[src/hw/pcfg_pkg.sv]
// Constants and helpers for the indirect pin mode configuration block
// Operation
// - Write with latch bit 3 clear updates selected pin's stored mode.
// - Direction bit 4: zero acts on output config, one on input config.
// - Output mode bits 7:5: 000 normal, 011 high drive; others illegal.
// - Input mode bits 6:5: 00 none, 01 pull-down, 10 pull-up, 11 off.
// - Write with latch bit set saves pin select and direction for reads.
// - Latch write ignores mode field; no pin configuration changes.
// - Read returns bits 7:5 as mode of saved pin, saved direction.
// - Pin select 000 through 111 addresses pins 0 through 7.
// - Mode update touches only the addressed pin; other seven stay.
package pcfg_pkg;
  // ==========================================================
  // Register map (index times four gives the byte address)
  localparam int PCFG_ADDR_W = 12;
  localparam logic [9:0] PCFG_CFG_IDX = 10'h097;
  localparam logic [9:0] PCFG_STAT_IDX = 10'h098;
  localparam logic [7:0] PCFG_CFG_RST = 8'h00;
  // ==========================================================
  // Field positions of the configuration byte
  localparam int PCFG_MODE_HI = 7;
  localparam int PCFG_MODE_LO = 5;
  localparam int PCFG_IN_HI = 6;
  localparam int PCFG_DIR_BIT = 4;
  localparam int PCFG_LATCH_BIT = 3;
  localparam int PCFG_PIN_HI = 2;
  localparam int PCFG_PIN_LO = 0;
  // Status register fields
  localparam int PCFG_STAT_ILL_BIT = 0;
  localparam int PCFG_STAT_DIR_BIT = 1;
  localparam int PCFG_STAT_PIN_LO = 2;
  // ==========================================================
  // Mode encodings
  localparam logic [2:0] PCFG_OUT_NORMAL = 3'h0;
  localparam logic [2:0] PCFG_OUT_HIGH = 3'h3;
  localparam logic [1:0] PCFG_IN_NOPULL = 2'h0;
  localparam logic [1:0] PCFG_IN_PDOWN = 2'h1;
  localparam logic [1:0] PCFG_IN_PUP = 2'h2;
  localparam logic [1:0] PCFG_IN_OFF = 2'h3;
  // Bus responses
  localparam logic [1:0] PCFG_RESP_OKAY = 2'h0;
  localparam logic [1:0] PCFG_RESP_SLVERR = 2'h2;

  // Word index of a byte address
  function automatic logic [9:0] pcfg_word_idx(input logic [PCFG_ADDR_W-1:0] addr);
    return addr[PCFG_ADDR_W-1:2];
  endfunction : pcfg_word_idx
endpackage : pcfg_pkg

[src/hw/pcfg_axil_slave.sv]
// AXI4-Lite slave front end handing single-word accesses to the register file
`timescale 1ns/1ps
module pcfg_axil_slave (
  // Clock, reset, enable
  input wire logic aclk,
  input wire logic aresetn,
  input wire logic ce,
  // Write address and data channels
  input wire logic [pcfg_pkg::PCFG_ADDR_W-1:0] s_axi_awaddr,
  input wire logic s_axi_awvalid,
  output logic s_axi_awready,
  input wire logic [31:0] s_axi_wdata,
  input wire logic [3:0] s_axi_wstrb,
  input wire logic s_axi_wvalid,
  output logic s_axi_wready,
  // Write response channel
  output logic [1:0] s_axi_bresp,
  output logic s_axi_bvalid,
  input wire logic s_axi_bready,
  // Read channels
  input wire logic [pcfg_pkg::PCFG_ADDR_W-1:0] s_axi_araddr,
  input wire logic s_axi_arvalid,
  output logic s_axi_arready,
  output logic [31:0] s_axi_rdata,
  output logic [1:0] s_axi_rresp,
  output logic s_axi_rvalid,
  input wire logic s_axi_rready,
  // Register file side
  output logic wr_pulse,
  output logic [pcfg_pkg::PCFG_ADDR_W-1:0] wr_addr,
  output logic [31:0] wr_data,
  output logic [3:0] wr_strb,
  input wire logic wr_hit,
  output logic [pcfg_pkg::PCFG_ADDR_W-1:0] rd_addr,
  input wire logic rd_hit,
  input wire logic [31:0] rd_word
);
  import pcfg_pkg::*;

  logic aw_full, next_aw_full, w_full, next_w_full;
  logic [PCFG_ADDR_W-1:0] next_wr_addr;
  logic [31:0] next_wr_data, next_rdata;
  logic [3:0] next_wr_strb;
  logic next_bvalid, next_rvalid;
  logic [1:0] next_bresp, next_rresp;

  // ==========================================================
  // Handshakes: nothing is taken while the enable is low
  assign s_axi_awready = ce && !aw_full;
  assign s_axi_wready = ce && !w_full;
  assign s_axi_arready = ce && !s_axi_rvalid;
  assign wr_pulse = ce && aw_full && w_full && !s_axi_bvalid;
  assign rd_addr = s_axi_araddr;

  // Next channel state
  always_comb begin
    next_aw_full = aw_full;
    next_w_full = w_full;
    next_wr_addr = wr_addr;
    next_wr_data = wr_data;
    next_wr_strb = wr_strb;
    next_bvalid = s_axi_bvalid;
    next_bresp = s_axi_bresp;
    next_rvalid = s_axi_rvalid;
    next_rdata = s_axi_rdata;
    next_rresp = s_axi_rresp;
    if (s_axi_awvalid && s_axi_awready) begin
      next_aw_full = 1'b1;
      next_wr_addr = s_axi_awaddr;
    end
    if (s_axi_wvalid && s_axi_wready) begin
      next_w_full = 1'b1;
      next_wr_data = s_axi_wdata;
      next_wr_strb = s_axi_wstrb;
    end
    if (wr_pulse) begin
      next_aw_full = 1'b0;
      next_w_full = 1'b0;
      next_bvalid = 1'b1;
      next_bresp = wr_hit ? PCFG_RESP_OKAY : PCFG_RESP_SLVERR;
    end else if (s_axi_bvalid && s_axi_bready) begin
      next_bvalid = 1'b0;
    end
    if (s_axi_arvalid && s_axi_arready) begin
      next_rvalid = 1'b1;
      next_rdata = rd_hit ? rd_word : 32'h0;
      next_rresp = rd_hit ? PCFG_RESP_OKAY : PCFG_RESP_SLVERR;
    end else if (s_axi_rvalid && s_axi_rready) begin
      next_rvalid = 1'b0;
    end
  end

  // Channel registers, frozen while the enable is low
  always_ff @(posedge aclk) begin
    if (!aresetn) begin
      aw_full <= 1'b0;
      w_full <= 1'b0;
      wr_addr <= '0;
      wr_data <= 32'h0;
      wr_strb <= 4'h0;
      s_axi_bvalid <= 1'b0;
      s_axi_bresp <= PCFG_RESP_OKAY;
      s_axi_rvalid <= 1'b0;
      s_axi_rdata <= 32'h0;
      s_axi_rresp <= PCFG_RESP_OKAY;
    end else if (ce) begin
      aw_full <= next_aw_full;
      w_full <= next_w_full;
      wr_addr <= next_wr_addr;
      wr_data <= next_wr_data;
      wr_strb <= next_wr_strb;
      s_axi_bvalid <= next_bvalid;
      s_axi_bresp <= next_bresp;
      s_axi_rvalid <= next_rvalid;
      s_axi_rdata <= next_rdata;
      s_axi_rresp <= next_rresp;
    end
  end
endmodule : pcfg_axil_slave

[src/hw/pcfg_top.sv]
// Indirect per-pin mode configuration register for an eight-pin port
`timescale 1ns/1ps
module pcfg_top #(
  parameter int NPINS = 8
) (
  // Clock, reset, enable
  input wire logic aclk,
  input wire logic aresetn,
  input wire logic ce,
  // AXI4-Lite write channels
  input wire logic [pcfg_pkg::PCFG_ADDR_W-1:0] s_axi_awaddr,
  input wire logic s_axi_awvalid,
  output logic s_axi_awready,
  input wire logic [31:0] s_axi_wdata,
  input wire logic [3:0] s_axi_wstrb,
  input wire logic s_axi_wvalid,
  output logic s_axi_wready,
  output logic [1:0] s_axi_bresp,
  output logic s_axi_bvalid,
  input wire logic s_axi_bready,
  // AXI4-Lite read channels
  input wire logic [pcfg_pkg::PCFG_ADDR_W-1:0] s_axi_araddr,
  input wire logic s_axi_arvalid,
  output logic s_axi_arready,
  output logic [31:0] s_axi_rdata,
  output logic [1:0] s_axi_rresp,
  output logic s_axi_rvalid,
  input wire logic s_axi_rready,
  // Pad control
  output logic [NPINS-1:0] pad_drive_high,
  output logic [NPINS-1:0] pad_in_enable,
  output logic [NPINS-1:0] pad_pull_up,
  output logic [NPINS-1:0] pad_pull_down
);
  import pcfg_pkg::*;

  logic wr_pulse, wr_hit, rd_hit, wr_cfg, wr_stat;
  logic [PCFG_ADDR_W-1:0] wr_addr, rd_addr;
  logic [31:0] wr_data, rd_word;
  logic [3:0] wr_strb;
  logic [7:0] wbyte;
  logic [2:0] out_mode [NPINS];
  logic [2:0] next_out_mode [NPINS];
  logic [1:0] in_mode [NPINS];
  logic [1:0] next_in_mode [NPINS];
  logic [2:0] pin_select, next_pin_select;
  logic read_select_latch, next_read_select_latch;
  logic illegal_seen, next_illegal_seen;
  logic [NPINS-1:0] next_drive_high, next_in_enable, next_pull_up, next_pull_down;
  logic [7:0] cfg_read;
  logic [3*NPINS-1:0] out_flat;
  logic [2*NPINS-1:0] in_flat;

  // ==========================================================
  // Bus front end
  pcfg_axil_slave u_slave (
    .aclk(aclk),
    .aresetn(aresetn),
    .ce(ce),
    .s_axi_awaddr(s_axi_awaddr),
    .s_axi_awvalid(s_axi_awvalid),
    .s_axi_awready(s_axi_awready),
    .s_axi_wdata(s_axi_wdata),
    .s_axi_wstrb(s_axi_wstrb),
    .s_axi_wvalid(s_axi_wvalid),
    .s_axi_wready(s_axi_wready),
    .s_axi_bresp(s_axi_bresp),
    .s_axi_bvalid(s_axi_bvalid),
    .s_axi_bready(s_axi_bready),
    .s_axi_araddr(s_axi_araddr),
    .s_axi_arvalid(s_axi_arvalid),
    .s_axi_arready(s_axi_arready),
    .s_axi_rdata(s_axi_rdata),
    .s_axi_rresp(s_axi_rresp),
    .s_axi_rvalid(s_axi_rvalid),
    .s_axi_rready(s_axi_rready),
    .wr_pulse(wr_pulse),
    .wr_addr(wr_addr),
    .wr_data(wr_data),
    .wr_strb(wr_strb),
    .wr_hit(wr_hit),
    .rd_addr(rd_addr),
    .rd_hit(rd_hit),
    .rd_word(rd_word)
  );

  // ==========================================================
  // Address decode and read data
  always_comb begin
    wbyte = wr_data[7:0];
    wr_hit = 1'b0;
    rd_hit = 1'b0;
    if (pcfg_word_idx(wr_addr) == PCFG_CFG_IDX) begin
      wr_hit = 1'b1;
    end else if (pcfg_word_idx(wr_addr) == PCFG_STAT_IDX) begin
      wr_hit = 1'b1;
    end
    // Only byte lane 0 carries the configuration byte
    wr_cfg = wr_pulse && wr_strb[0] && pcfg_word_idx(wr_addr) == PCFG_CFG_IDX;
    wr_stat = wr_pulse && wr_strb[0] && pcfg_word_idx(wr_addr) == PCFG_STAT_IDX;
    // Saved pin and direction pick the reported mode
    cfg_read = PCFG_CFG_RST;
    if (read_select_latch) begin
      cfg_read[PCFG_IN_HI:PCFG_MODE_LO] = in_mode[pin_select];
    end else begin
      cfg_read[PCFG_MODE_HI:PCFG_MODE_LO] = out_mode[pin_select];
    end
    rd_word = 32'h0;
    if (pcfg_word_idx(rd_addr) == PCFG_CFG_IDX) begin
      rd_hit = 1'b1;
      rd_word[7:0] = cfg_read;
    end else if (pcfg_word_idx(rd_addr) == PCFG_STAT_IDX) begin
      rd_hit = 1'b1;
      rd_word[PCFG_STAT_ILL_BIT] = illegal_seen;
      rd_word[PCFG_STAT_DIR_BIT] = read_select_latch;
      rd_word[PCFG_STAT_PIN_LO +: 3] = pin_select;
    end
  end

  // ==========================================================
  // Next pin configuration, read selection and status
  always_comb begin
    for (int i = 0; i < NPINS; i++) begin
      next_out_mode[i] = out_mode[i];
      next_in_mode[i] = in_mode[i];
    end
    next_pin_select = pin_select;
    next_read_select_latch = read_select_latch;
    next_illegal_seen = illegal_seen;
    // Write-one clears the sticky flag; a new set below overrides it
    if (wr_stat && wbyte[PCFG_STAT_ILL_BIT]) begin
      next_illegal_seen = 1'b0;
    end
    if (wr_cfg) begin
      if (wbyte[PCFG_LATCH_BIT]) begin
        next_pin_select = wbyte[PCFG_PIN_HI:PCFG_PIN_LO];
        next_read_select_latch = wbyte[PCFG_DIR_BIT];
      end else if (wbyte[PCFG_DIR_BIT]) begin
        // Binary pin index, only that pin changes
        next_in_mode[wbyte[PCFG_PIN_HI:PCFG_PIN_LO]] = wbyte[PCFG_IN_HI:PCFG_MODE_LO];
      end else begin
        next_out_mode[wbyte[PCFG_PIN_HI:PCFG_PIN_LO]] = wbyte[PCFG_MODE_HI:PCFG_MODE_LO];
        if (wbyte[PCFG_MODE_HI:PCFG_MODE_LO] != PCFG_OUT_NORMAL &&
            wbyte[PCFG_MODE_HI:PCFG_MODE_LO] != PCFG_OUT_HIGH) begin
          next_illegal_seen = 1'b1;
        end
      end
    end
    // Pad controls follow the stored modes
    for (int i = 0; i < NPINS; i++) begin
      next_drive_high[i] = out_mode[i] == PCFG_OUT_HIGH;
      next_in_enable[i] = in_mode[i] != PCFG_IN_OFF;
      next_pull_up[i] = in_mode[i] == PCFG_IN_PUP;
      next_pull_down[i] = in_mode[i] == PCFG_IN_PDOWN;
    end
  end

  // Configuration and pad registers, all cleared by reset
  always_ff @(posedge aclk) begin
    if (!aresetn) begin
      for (int i = 0; i < NPINS; i++) begin
        out_mode[i] <= PCFG_OUT_NORMAL;
        in_mode[i] <= PCFG_IN_NOPULL;
      end
      pin_select <= 3'h0;
      read_select_latch <= 1'b0;
      illegal_seen <= 1'b0;
      pad_drive_high <= '0;
      pad_in_enable <= '0;
      pad_pull_up <= '0;
      pad_pull_down <= '0;
    end else if (ce) begin
      for (int i = 0; i < NPINS; i++) begin
        out_mode[i] <= next_out_mode[i];
        in_mode[i] <= next_in_mode[i];
      end
      pin_select <= next_pin_select;
      read_select_latch <= next_read_select_latch;
      illegal_seen <= next_illegal_seen;
      pad_drive_high <= next_drive_high;
      pad_in_enable <= next_in_enable;
      pad_pull_up <= next_pull_up;
      pad_pull_down <= next_pull_down;
    end
  end

  // ==========================================================
  // Checks
  always_comb begin
    for (int i = 0; i < NPINS; i++) begin
      out_flat[3*i +: 3] = out_mode[i];
      in_flat[2*i +: 2] = in_mode[i];
    end
  end

  AST_OUT_UPDATE: assert property (@(posedge aclk) disable iff (!aresetn)
    wr_cfg && !wbyte[PCFG_LATCH_BIT] && !wbyte[PCFG_DIR_BIT] |=>
      out_mode[$past(wbyte[2:0])] == $past(wbyte[7:5]))
    else $error("Output mode not updated by write");
  AST_IN_UPDATE: assert property (@(posedge aclk) disable iff (!aresetn)
    wr_cfg && !wbyte[PCFG_LATCH_BIT] && wbyte[PCFG_DIR_BIT] |=>
      in_mode[$past(wbyte[2:0])] == $past(wbyte[6:5]) && $stable(out_flat))
    else $error("Input mode write wrong");
  AST_LATCH_SAVE: assert property (@(posedge aclk) disable iff (!aresetn)
    wr_cfg && wbyte[PCFG_LATCH_BIT] |=>
      pin_select == $past(wbyte[2:0]) && read_select_latch == $past(wbyte[4]))
    else $error("Read selection not saved");
  AST_LATCH_KEEP: assert property (@(posedge aclk) disable iff (!aresetn)
    wr_cfg && wbyte[PCFG_LATCH_BIT] |=> $stable(out_flat) && $stable(in_flat))
    else $error("Latch write changed a pin mode");
  AST_OTHER_PINS: assert property (@(posedge aclk) disable iff (!aresetn)
    wr_cfg && !wbyte[PCFG_LATCH_BIT] && !wbyte[PCFG_DIR_BIT] |=>
      ((out_flat ^ $past(out_flat)) & ~(24'h7 << (3 * $past(wbyte[2:0])))) == 24'h0)
    else $error("Unaddressed pin changed");
  AST_READ_OUT: assert property (@(posedge aclk) disable iff (!aresetn)
    s_axi_arvalid && s_axi_arready && !read_select_latch &&
      pcfg_word_idx(s_axi_araddr) == PCFG_CFG_IDX |=>
      s_axi_rvalid && s_axi_rdata[7:5] == $past(out_mode[pin_select]))
    else $error("Output mode read back wrong");
  AST_READ_IN: assert property (@(posedge aclk) disable iff (!aresetn)
    s_axi_arvalid && s_axi_arready && read_select_latch &&
      pcfg_word_idx(s_axi_araddr) == PCFG_CFG_IDX |=>
      s_axi_rdata[7:5] == {1'b0, $past(in_mode[pin_select])})
    else $error("Input mode read back wrong");
  AST_RESET_CLEAR: assert property (@(posedge aclk)
    $rose(aresetn) |-> out_flat == 24'h0 && in_flat == 16'h0 && pin_select == 3'h0 &&
      !read_select_latch)
    else $error("State not cleared by reset");
  AST_DRIVE_PAD: assert property (@(posedge aclk) disable iff (!aresetn)
    ce && out_mode[0] == PCFG_OUT_HIGH |=> pad_drive_high[0])
    else $error("High drive not applied to pad");
  AST_PULL_PAD: assert property (@(posedge aclk) disable iff (!aresetn)
    ce && in_mode[0] == PCFG_IN_OFF |=> !pad_in_enable[0] && !pad_pull_up[0])
    else $error("Disabled input still enabled");
endmodule : pcfg_top

[config.mk]
export PLATFORM = sky130hd
export DESIGN_NAME = pcfg_top
export DESIGN_NICKNAME = d
export VERILOG_FILES = /design/src/hw/pcfg_pkg.sv /design/src/hw/pcfg_axil_slave.sv /design/src/hw/pcfg_top.sv
export SDC_FILE = /design/constraint.sdc
export NUM_CORES = 1
export LEC_CHECK = 0
export BUFFER_PORTS_ARGS = -buffer_cell sky130_fd_sc_hd__buf_2
export CAP_MARGIN = 20
export CELL_PAD_IN_SITES_DETAIL_PLACEMENT = 2
export CELL_PAD_IN_SITES_GLOBAL_PLACEMENT = 2
export CORE_ASPECT_RATIO = 0.9
export CORE_MARGIN = 3
export CORE_UTILIZATION = 32
export CTS_BUF_LIST = sky130_fd_sc_hd__clkbuf_8 sky130_fd_sc_hd__clkbuf_16
export DETAILED_ROUTE_END_ITERATION = 7
export GPL_TIMING_DRIVEN = 1
export PLACE_DENSITY_LB_ADDON = 0.1
export SLEW_MARGIN = 30
export SYNTH_ARGS = -nofsm -noshare
export SYNTH_HDL_FRONTEND = slang
export SYNTH_SLANG_ARGS = --single-unit
[constraint.sdc]
create_clock -name aclk -period 4 [get_ports aclk]
set_input_delay 0.2 -clock aclk [delete_from_list [all_inputs] [get_ports aclk]]
set_output_delay 0.2 -clock aclk [all_outputs]
set_load 0.01 [all_outputs]
## After elaboration in Yosys (flattened, before gate mapping)

Memory sizes are Yosys's and may differ from the RTL's. A register that Yosys moved wholly into a read port is not among the register bits.
Cells that the tools add are included.

| storage, ports and cells | value |
|---|---|
| input port bits | 68 |
| bits in latches | 0 |
| memory bits (writable) | 40 |
| ROM bits | 0 |
| word-level logic and storage cells | 171 |
| register bits | 98 |
| output and inout bits | 73 |
| memories | 2 |

Memories:

| memory | depth | width | rd ports | clocked after memory_dff | write ports | RTL line | source |
|---|---|---|---|---|---|---|---|
| out_mode | 8 | 3 | 9 | 1 | 8 | pcfg_top.sv:42 | `logic [2:0] out_mode [NPINS];` |
| in_mode | 8 | 2 | 9 | 1 | 8 | pcfg_top.sv:44 | `logic [1:0] in_mode [NPINS];` |

| cells by class | value |
|---|---|
| shift-type cells | 0 |
| multiply operators | 0 |
| bitwise operators | 17 |
| equal/unequal tests | 37 |
| order comparisons | 2 |
| add/subtract/negate cells | 0 |
| reduce and logical (&&, ||, !) cells | 35 |
| mux-type cells | 61 |
| div/mod/pow operators | 0 |

Operator list:

| kind | count |
|---|---|
| 24-bit 2-to-1 mux | 3 |
| 16-bit 2-to-1 mux | 3 |
| 3-bit 2-to-1 mux | 14 |
| 10-bit by 8-bit equality test with 1-bit output (second input constant) | 4 |
| 24-bit bitwise mux | 1 |
| 3-bit by 2-bit equality test with 1-bit output (second input constant) | 8 |
| 2-bit 2-to-1 mux | 12 |
| 1-bit 2-to-1 mux | 22 |
| 1-bit logical AND | 17 |
| 16-bit bitwise mux | 1 |
| 2-bit by 1-bit equality test with 1-bit output (second input constant) | 8 |
| 2-bit equality test (second input constant) | 8 |
| 2-bit inequality test (second input constant) | 8 |
| 1-bit bitwise OR | 16 |
| 2-bit AND reduction | 8 |
| 5-bit 2-to-1 mux | 2 |
| 3-bit demux with 3-bit select | 1 |
| 8-bit 2-to-1 mux | 1 |
| 2-bit nonzero test | 4 |
| 2-bit demux with 3-bit select | 1 |
| 4-bit greater-or-equal comparator (second input constant) | 1 |
| 1-bit zero test | 4 |
| 4-bit by 1-bit < comparator with 1-bit output (second input constant) | 1 |
| 3-bit NOT with 4-bit output | 1 |
| other kinds (3) | 3 |

## Longest topological paths before layout

Gate-level depths: netlist of run 1.

| depth | value |
|---|---|
| depth after elaboration | 11 |
| depth in mapped cells | 5 |
| mapped depth without buffers | 4 |

## Hierarchy

From an unflattened synthesis of run 1, not the netlist that was laid out.

| second synthesis, totals | value |
|---|---|
| cell total of the unflattened synthesis | 763 |
| area, all modules | 7567.3 µm² |

Modules (own cells, without submodules):

| module | cells an instance | area an instance (µm²) | sequential area each (µm²) | times used |
|---|---|---|---|---|
| pcfg_top | 367 | 3897.5 | 2001.9 | 1 |
| pcfg_axil_slave | 396 | 3669.8 | 1721.7 | 1 |

## Worst setup path before layout of run 1

OpenSTA, ideal clock, no wires.

| timing path | value |
|---|---|
| path type | register to register |
| start point | reg u_slave.wr_addr[6] (netlist name) |
| end point | mem out_mode[0][0], enable pin |
| required time | 3582 ps |
| path buffers | 0 |
| library setup time | 418 ps |
| clock period less this slack | 2874 ps |
| data arrival time | 2456 ps |
| cell stages (with the launch flop) | 5 |
| setup slack | 1126 ps |
| cell sequence | dfxtp_1 nor4bb_1 nand4_1 or2_2 o21ai_0 |

RTL lines:

| what | RTL line |
|---|---|
| to (decl) | pcfg_top.sv:42 |

==> results.yml, run 1 <==
setup_path:
  crit_arrival_ns: 2.57
  start_kind: "flop"
  worstSetupEndpoint: "out_mode[6][0]"
  rr_endpoint: "out_mode[6][0]"
  cp_slowest_cell: "o21ai_0"
  crit_fanout: 6
  crit_start: "u_slave.wr_addr[6]"
  worst_ep_required_time_ns: 4.03
  cpPeakStageDelay_ns: 0.74
  cp-end-kind: "flop"
  crit_chain: "nor4bb_1, nand4_1, or2_2, o21ai_0"
  critPathKind: "flop to flop"
  reg2regPathDepth: 4
  r2r_start: "u_slave.wr_addr[6]"
  r2r_slack_ns: 1.47
floorplanning:
  die_area_um2: 17700
  rows: 43
  initial_core_util_pct: 33.1
  ioPinCount: 141
  die_h_um: 127
  core-area_um2: 15600
  die_x_um: 140
clock_tree:
  post_cts_buffers: 0
  clockBufferDepth: 2
  numCtsBuffers: 17
  insertion_delay_ns: 0.41
  cts.sink_count: 113
  cts_hold_buffers: 0
  cts_tree: "yes"
  root_buffer: "clkbuf_16"
  path_clk_slew_ns: 0.05
  cts_max_level: 4
  post_cts_resized: 0
synthesis:
  yosys-top-cells-count: "nand2_1, a21oi_1, dfxtp_1, edfxtp_1, clkbuf_1"
  ys_async_sr_fraction_pct: 0
  seq_area_frac_synth_pct: 51.6
  synthTopCellsByArea: "dfxtp_1, edfxtp_1, a21oi_1, nand2_1, mux4_2"
  synth_most_common_cell: "nand2_1"
  syn_inst: 527
  netlist.area_leader.share_pct: 28.3
  synth_edf_count: 40
  synth.ff_latch_count: 113
  yosysWarnings: 0
  synth_area_per_cell_um2: 9.80
  ys_types: 42
  synthFlopType: "dfxtp_1"
  yosysTopAreaCell: "dfxtp_1"
  synth_area_um2: 5160
grt:
  grt_pass1_vias: 4474
  grt_pass1_wl_um: 24200
  grtUsageTotal_pct: 17.6
  antenna_found_initial: 0
  grt_start_max_net_pins: 63
  overflow: 0
placement:
  numPortBuffers: 83
  dp_slack_ns: 1.48
  dpl.hpwl_um: 10500
  gp_congestion: 0.725
drt:
  drt_wl_total_um: 15200
  viasPerCell: 5.08
  wl_per_cell_um: 18.7
  initialDrtViolationCount: 264
  dr.pass1.iters: 4
  final_antenna_net_count: 0
  vias: 4138
  drc: 0
cells_and_area:
  multiInputGateArea_um2: 2260
  nNetsFinal: 668
  fill_cells: 1727
  ff_latch_area_um2: 2660
  drive_gt1_share_pct: 23.0
  diodes: 0
  area_growth_syn_to_layout_pct: 21.5
sta:
  slew_headroom_pct: 38.0
  period_share_pct: 63.3
  fmax_ghz: 0.395
  setup_tns_ns: 0
  clock_skew_ns: 0.00561
  fin_ws_ns: 1.47
  worst_pin_slew_ns: 0.921
  setup_viol: 0
  hold_viol: 0
  fin_crit_ns: 2.53
  maxSlewViolCount: 0
  rsz0062_at_grt: "no"
power_and_ir_drop:
  power_density_nw_per_um2: 496
  vdd_drop_max_v: 0.000290
  p_leak_nw: 2.40
flow_run:
  max_cap_violations: 0
hold_path:
  hold_class: "primary input to flop"
outcome:
  status: "finished clean"
==> through the flow <==
stage | std cells | area, um^2 | utilization [%] | total power [W] | hold slack [ns]
after global placement | 783 | 5650 | 36.2 | 0.00152 | 0.442
final | 815 | 6270 | 40.2 | 0.00311 | 0.0233
after detailed placement | 783 | 5650 | 36.2 | 0.00153 | 0.453
after CTS | 815 | 6270 | 40.2 | 0.00315 | 0.00604
after global routing | 815 | 6270 | 40.2 | 0.00323 | 0.0173
after floorplan | 552 | 5260 | - | 0.00145 | 0.336
==> cell type report <==
cell class / instances / area share (%)
Clock buffer: 17 / 6.78
Timing Repair Buffer: 89 / 7.34
Tap cell: 202 / 4.03
Sequential cell: 113 / 42.4
Clock inverter: 15 / 3.15
Inverter: 4 / 0.239
Multi-Input combinational cell: 375 / 36.0
==> cells by family (layout without fill, tap and decap cells) <==
| family | after synthesis | in the layout | synth area share, % |
|---|---|---|---|
| multiplexers | 33 | 33 | 9.30 |
| flip-flops | 113 | 113 | 51.6 |
| AO/OA/AOI/OAI | 107 | 107 | 11.2 |
| other | 1 | 26 | 0.0726 |
| AND/OR/NAND/NOR | 208 | 208 | 21.2 |
| XOR/XNOR | 1 | 1 | 0.170 |
| buffers and inverters | 64 | 125 | 6.56 |
==> where the power goes <==
group,switching [W],internal (W)
combinational,0.000127,0.0000811
clock,0.000524,0.00109
sequential,0.0000536,0.00124
==> flip-flops by register name, summed over array words and instances, names as in the netlist, named ones only <==
name / cells
read_select_latch: 1
u_slave.s_axi_bresp: 1
pin_select: 3
u_slave.w_full: 1
u_slave.wr_data: 8
in_mode: 16
illegal_seen: 1
u_slave.wr_addr: 10
u_slave.s_axi_rdata: 8
out_mode: 24
pad_pull_down: 8
pad_drive_high: 8
u_slave.wr_strb: 1
u_slave.s_axi_bvalid: 1
u_slave.aw_full: 1
pad_in_enable: 8
pad_pull_up: 8
u_slave.s_axi_rresp: 1
u_slave.s_axi_rvalid: 1
==> worst max-delay path, delay by kind of cell, from the launching register on <==
kind / cells / cell delay, ns
and+or+nand+nor: 3 / 1.08
DFF: 1 / 0.32
AOI/OAI and AO/OA: 1 / 0.74
==> metal layers <==
| metal | part of all wire, % | vias to the layer above | wire length, um | track usage (%) |
|---|---|---|---|---|
| met5 | 0 | - | 0 | 0 |
| met2 | 48 | 109 | 7280 | 29.3 |
| met4 | 1.5 | 0 | 221 | 5.58 |
| li1 | - | 1957 | - | - |
| met1 | 46 | 2056 | 6930 | 22.7 |
| met3 | 5.1 | 16 | 771 | 4.30 |
==> cell usage in the layout, fill, tap and decap left out, types with 3 or more instances in the layout <==
master / netlist / layout
nand2_1: 91 / 90
buf_2: 1 / 83
a21oi_1: 73 / 73
dfxtp_1: 73 / 73
edfxtp_1: 40 / 40
nor2_1: 29 / 29
conb_1: 1 / 26
nand2b_1: 25 / 25
mux2i_1: 21 / 21
nand3b_1: 19 / 19
clkbuf_16: 0 / 17
o21ai_0: 14 / 13
mux4_2: 12 / 12
nand4b_1: 10 / 10
a31oi_1: 8 / 8
buf_4: 26 / 6
a22oi_1: 5 / 5
bufinv_16: 0 / 5
clkinv_1: 0 / 5
or2_2: 4 / 4
nor2b_1: 4 / 4
inv_1: 3 / 4
nand3_1: 4 / 4
nand4_1: 3 / 3
o21ai_1: 2 / 3
nor3b_2: 3 / 3
nor3_1: 3 / 3
==> worst min path at each step <==
stage / startpoint / end / slack, ns / depth (start not counted)
global route: s_axi_awaddr[2] / u_slave.wr_addr[2] / 0.02 / 3
CTS: s_axi_awaddr[8] / u_slave.wr_addr[8] / 0.006 / 3
floorplan: s_axi_awaddr[6] / u_slave.wr_addr[6] / 0.34 / 2
detailed placement: s_axi_awaddr[8] / u_slave.wr_addr[8] / 0.45 / 3
finish: s_axi_awaddr[8] / u_slave.wr_addr[8] / 0.02 / 3
global placement: u_slave.wr_addr[9] / u_slave.wr_addr[9] / 0.44 / 2
Power figures use the tool's default switching activity.
==> inputs of run 2 (changes only) <==
Settings changed: ABC_AREA set to 1, CORE_UTILIZATION 32 to 30.
Clock period 4 ns to 2.6 ns, I/O delays scaled along.
==> run 2 against run 1 <==
- sequential share of layout area fell by 0.11 points
- cell area rose by 0.26%
- largest power group unchanged
- area after synthesis rose by 0.15%
- register-to-register slack got worse by 0.79 ns
==> results.yml, run 2 <==
power_and_ir_drop:
  seqPwrFrac_pct: 45.5
  vdd_drop_max_v: 0.000420
  p_leak_nw: 2.74
  p_sw_w: 0.00110
  power_w: 0.00439
  power_density_nw_per_um2: 697
  internal_power_w: 0.00328
  swShare_pct: 25.1
  pwr-share-comb_pct: 8.6
  clockPowerShare_pct: 45.9
setup_path:
  cp_slowest_cell: "dfxtp_1"
  critPathKind: "flop to flop"
  crit_arrival_ns: 2.01
  crit_chain: "nor2_1, nand3_1, nor3_1, nand2_1, nor2_1, nand2_1, nand2_1, buf_4"
  cp-end-kind: "flop"
  worst_ep_required_time_ns: 2.68
  cpPeakStageDelay_ns: 0.30
  start_kind: "flop"
  crit_fanout: 18
  critPathMostFrequentCell: "nand2_1"
synthesis:
  yosys-top-cells-count: "nand2_1, a21oi_1, dfxtp_1, nand3_1, inv_1"
  synth_edf_count: 40
  synth_most_common_cell: "nand2_1"
  synth_area_um2: 5170
  synth.ff_latch_count: 113
  syn_inst: 637
  netlist.area_leader.share_pct: 28.3
  ys_types: 31
  yosysWarnings: 0
  synth_area_per_cell_um2: 8.12
  ys_async_sr_fraction_pct: 0
  synthTopCellsByArea: "dfxtp_1, edfxtp_1, nand2_1, a21oi_1, nand3_1"
  seq_area_frac_synth_pct: 51.5
  yosysTopAreaCell: "dfxtp_1"
  synthFlopType: "dfxtp_1"
floorplanning:
  die_x_um: 144
  rows: 44
  core-area_um2: 16500
  ioPinCount: 141
  die_area_um2: 18900
  die_h_um: 131
  initial_core_util_pct: 31.3
sta:
  fmax_ghz: 0.519
  slew_headroom_pct: 50.4
  clock_skew_ns: 0.00639
  period_share_pct: 74.1
  setup_tns_ns: 0
  setup_viol: 0
  rsz0062_at_grt: "no"
  worst_pin_slew_ns: 0.738
  fin_crit_ns: 1.93
  maxSlewViolCount: 0
  hold_viol: 0
cells_and_area:
  layout_common_cells: "nand2_1, buf_2, a21oi_1"
  drive_gt1_share_pct: 16.8
  largest_register_ffs: 24
  nNetsFinal: 797
  top_regs: "out_mode (24), in_mode (16), u_slave.wr_addr (10)"
  final_common_cell: "nand2_1"
  top_register: "out_mode"
  diodes: 0
  area_growth_syn_to_layout_pct: 21.6
  final_cells: 946
  final_core_util_pct: 38.1
clock_tree:
  clockBufferDepth: 2
  path_clk_slew_ns: 0.05
  root_buffer: "clkbuf_16"
  post_cts_resized: 0
  cts_max_level: 4
  cts.sink_count: 113
  cts_tree: "yes"
  numCtsBuffers: 17
  insertion_delay_ns: 0.41
placement:
  dp.cells: 907
  numPortBuffers: 83
  dpl.hpwl_um: 12400
  gp_congestion: 0.770
flow_run:
  max_cap_violations: 0
drt:
  dr.pass1.iters: 4
  wl_per_cell_um: 18.6
  vias: 4717
  drt_wl_total_um: 17600
  viasPerCell: 4.99
  drc: 0
  initialDrtViolationCount: 228
  final_antenna_net_count: 0
grt:
  overflow: 0
  grt_pass1_wl_um: 27900
  antenna_found_initial: 0
  grt_pass1_vias: 5109
  grtUsageTotal_pct: 19.3
  grt_start_max_net_pins: 58
outcome:
  status: "finished clean"
hold_path:
  hold_class: "primary input to flop"
run 2: power groups by stage:
stage | logic [W] | registers, W | clock network (W)
floorplan | 0.000251 | 0.00201 | 0
global placement | 0.000351 | 0.00203 | 0
detailed placement | 0.000365 | 0.00203 | 0
CTS | 0.000382 | 0.00200 | 0.00205
global route | 0.000430 | 0.00201 | 0.00215
finish | 0.000376 | 0.00200 | 0.00201
run 2: what timing repair did:
action                    in CTS  in global routing
hold endpoints to repair      10                  0
hold buffers                  10                  0
buffers inserted               0                  0
run 2: cell families after synthesis:
group                  synth area share (%)
buffers and inverters                  11.1
AO/OA/AOI/OAI                          15.2
other                                0.0725
flip-flops                             51.5
AND/OR/NAND/NOR                        22.1
run 2: final cells by class:
cell class / count / area (um^2)
Fill cell: 1922 / 10200
Sequential cell: 113 / 2660
Multi-Input combinational cell: 427 / 2030
Timing Repair Buffer: 102 / 583
Clock buffer: 20 / 467
Tap cell: 207 / 259
Inverter: 68 / 255
Clock inverter: 9 / 35.0
run 2: worst max-delay path, delay by kind of cell (launching register included):
kind | cells | cell delay (ns)
buffers and inverters | 1 | 0.28
DFF | 1 | 0.30
and+or+nand+nor | 7 | 1.00
run 2: worst paths after layout:
| kind | from | to | slack, ns | depth (start not counted) |
|---|---|---|---|---|
| setup / recovery | u_slave.wr_addr[7] | out_mode[0][1] | 0.67 | 8 |
| hold / removal | s_axi_rready | u_slave.s_axi_rvalid | 0.01 | 4 |
| setup reg to reg | u_slave.wr_addr[7] | out_mode[0][1] | 0.67 | 8 |
| hold reg to reg | pad_pull_up[7] | pad_pull_up[7] | 0.46 | 2 |
run 2: routing by layer:
metal  GRT usage (%)  vias up  share of wire (%)
li1                -     2273                  -
met1            23.6     2356                 44
met2            35.2       82                 51
met3            4.37        6                3.6
met4            3.46        0               0.61
met5               0        -                  0
run 2: stage by stage:
| step | instance area, um^2 | hold WS (ns) | worst slack (ns) |
|---|---|---|---|
| 4_1_cts | 6290 | 0.00121 | 0.616 |
| 2_1_floorplan | 5270 | 0.265 | 0.451 |
| 3_3_place_gp | 5690 | 0.362 | 0.636 |
| 5_1_grt | 6290 | 0.00756 | 0.423 |
| 3_5_place_dp | 5690 | 0.369 | 0.644 |
| 6_report | 6290 | 0.0131 | 0.673 |
==> inputs of run 3 (changes only) <==
Clock period 2.6 ns to 1.85 ns, I/O delays scaled along.
==> run 3 against run 2 <==
- global-route usage grew 1.1 points
- highest routed layer unchanged
- sequential cell count is the same
- fmax is 9.5% higher
- hold slack improved by 0.020 ns
==> results.yml, run 3 (synthesis gave the netlist of run 2 again) <==
outcome:
  status: "finished clean"
floorplanning:
  die_h_um: 131
  die_area_um2: 18900
  core-area_um2: 16500
  initial_core_util_pct: 31.3
  rows: 44
  ioPinCount: 141
  die_x_um: 144
clock_tree:
  root_buffer: "clkbuf_16"
  insertion_delay_ns: 0.42
  path_clk_slew_ns: 0.05
  cts.sink_count: 113
  cts_tree: "yes"
  cts_max_level: 4
  numCtsBuffers: 17
  clockBufferDepth: 2
power_and_ir_drop:
  power_density_nw_per_um2: 966
  vdd_drop_max_v: 0.000658
  p_leak_nw: 2.90
drt:
  vias: 4836
  final_antenna_net_count: 0
  drt_wl_total_um: 18500
  viasPerCell: 4.96
  wl_per_cell_um: 19.0
  drc: 0
  dr.pass1.iters: 4
  initialDrtViolationCount: 170
cells_and_area:
  top_register: "out_mode"
  area_growth_syn_to_layout_pct: 27.9
  nNetsFinal: 823
  top_regs: "out_mode (24), in_mode (16), u_slave.wr_addr (10)"
  largest_register_ffs: 24
  fill_cells: 1874
  drive_gt1_share_pct: 19.7
  ff_latch_area_um2: 2660
  diodes: 0
  final_common_cell: "nand2_1"
  layout_common_cells: "nand2_1, buf_2, a21oi_1"
  multiInputGateArea_um2: 2060
placement:
  gp_congestion: 0.786
  numPortBuffers: 83
  dp_slack_ns: -0.0172
  dpl.hpwl_um: 13200
sta:
  worst_pin_slew_ns: 0.576
  rsz0062_at_grt: "yes"
  setup_tns_ns: 0
  hold_viol: 0
  fmax_ghz: 0.568
  setup_viol: 0
  hold_ws_ns: 0.0332
  clock_skew_ns: 0.00669
  period_share_pct: 95.1
  fin_ws_ns: 0.0901
  fin_crit_ns: 1.76
  slew_headroom_pct: 61.5
  maxSlewViolCount: 0
grt:
  grt_pass1_vias: 5275
  grt_start_max_net_pins: 44
  grtUsageTotal_pct: 20.4
  antenna_found_initial: 0
  overflow: 0
  grt_pass1_wl_um: 29200
setup_path:
  crit_fanout: 18
  critPathMostFrequentCell: "nand2_1"
  cpPeakStageDelay_ns: 0.31
  cp_slowest_cell: "dfxtp_1"
  r2r_slack_ns: 0.09
  cp-end-kind: "flop"
  crit_chain: "nor2_2, nand3_2, nor3_4, nand2_1, nor2_1, nand2_1, nand2_1, buf_12"
  critPathKind: "flop to flop"
  reg2regPathDepth: 8
  cp_top_family: "simple AND/OR/NAND/NOR gates"
  r2r_start: "u_slave.wr_addr[7]"
  worst_ep_required_time_ns: 1.98
  crit_buf_inv: 1
  crit_arrival_ns: 1.89
  rr_endpoint: "out_mode[1][0]"
  start_kind: "flop"
  crit_start: "u_slave.wr_addr[7]"
hold_path:
  hold_path_depth: 3
  hp-start: "s_axi_wdata[2]"
  holdPathEnd: "u_slave.wr_data[2]"
  hold_class: "primary input to flop"
flow_run:
  max_cap_violations: 0
## run 3: cell types whose count changed in the layout (fill, tap and decap cells not counted), moves of 3 or more
cell,delta
buf_12,+3
clkinv_2,+5
inv_1,-3
buf_4,+13
dlygate4sd3_1,+9
## run 3: power breakdown
| part | switching, W | internal [W] |
|---|---|---|
| sequential | 0.000108 | 0.00270 |
| clock | 0.00115 | 0.00185 |
| combinational | 0.000380 | 0.000204 |
| total | 0.00164 | 0.00475 |
## run 3: per-layer routing
metal  GRT usage [%]  part of all wire (%)  up-vias
met1            24.4                    43     2382
met2            36.9                    52      100
met4            6.25                   1.3        0
met5               0                     0        -
met3            4.04                   3.5       20
li1                -                     -     2334
## run 3: final cells by class
type / instances / area share [%]
multi-input combinational: 427 / 31.1
inverter: 68 / 3.86
sequential: 113 / 40.2
timing repair buffer: 128 / 12.7
tap: 207 / 3.91
clock buffer: 21 / 7.43
clock inverter: 11 / 0.737
## run 3: stage by stage
step / cells / utilization, % / power (W) / instance area [um^2]
2_1_floorplan: 662 / - / 0.00318 / 5270
3_3_place_gp: 919 / 35.2 / 0.00337 / 5820
3_5_place_dp: 919 / 35.2 / 0.00340 / 5820
4_1_cts: 970 / 39.7 / 0.00646 / 6550
5_1_grt: 975 / 40.1 / 0.00668 / 6620
6_report: 975 / 40.1 / 0.00639 / 6620
## run 3: worst max-delay path by stage
stage	depth (start not counted)	endpoint
after detailed placement	7	in_mode[0][0]
after global placement	7	in_mode[0][0]
after CTS	7	in_mode[3][0]
final	8	out_mode[1][0]
after floorplan	5	in_mode[0][0]
after global routing	7	out_mode[6][1]
## run 3: worst min-delay path, cell delays in order
cell,delay [ns]
buf_2,0.08
o21ai_0,0.08
a21oi_1,0.15
## run 3: repair_timing
action	in CTS	in global routing
hold buffers	19	0
gates cloned	0	1
setup endpoints to repair	36	40
buffers inserted	0	4
resized for setup	1	8
pin swaps	0	3
hold endpoints to repair	19	0
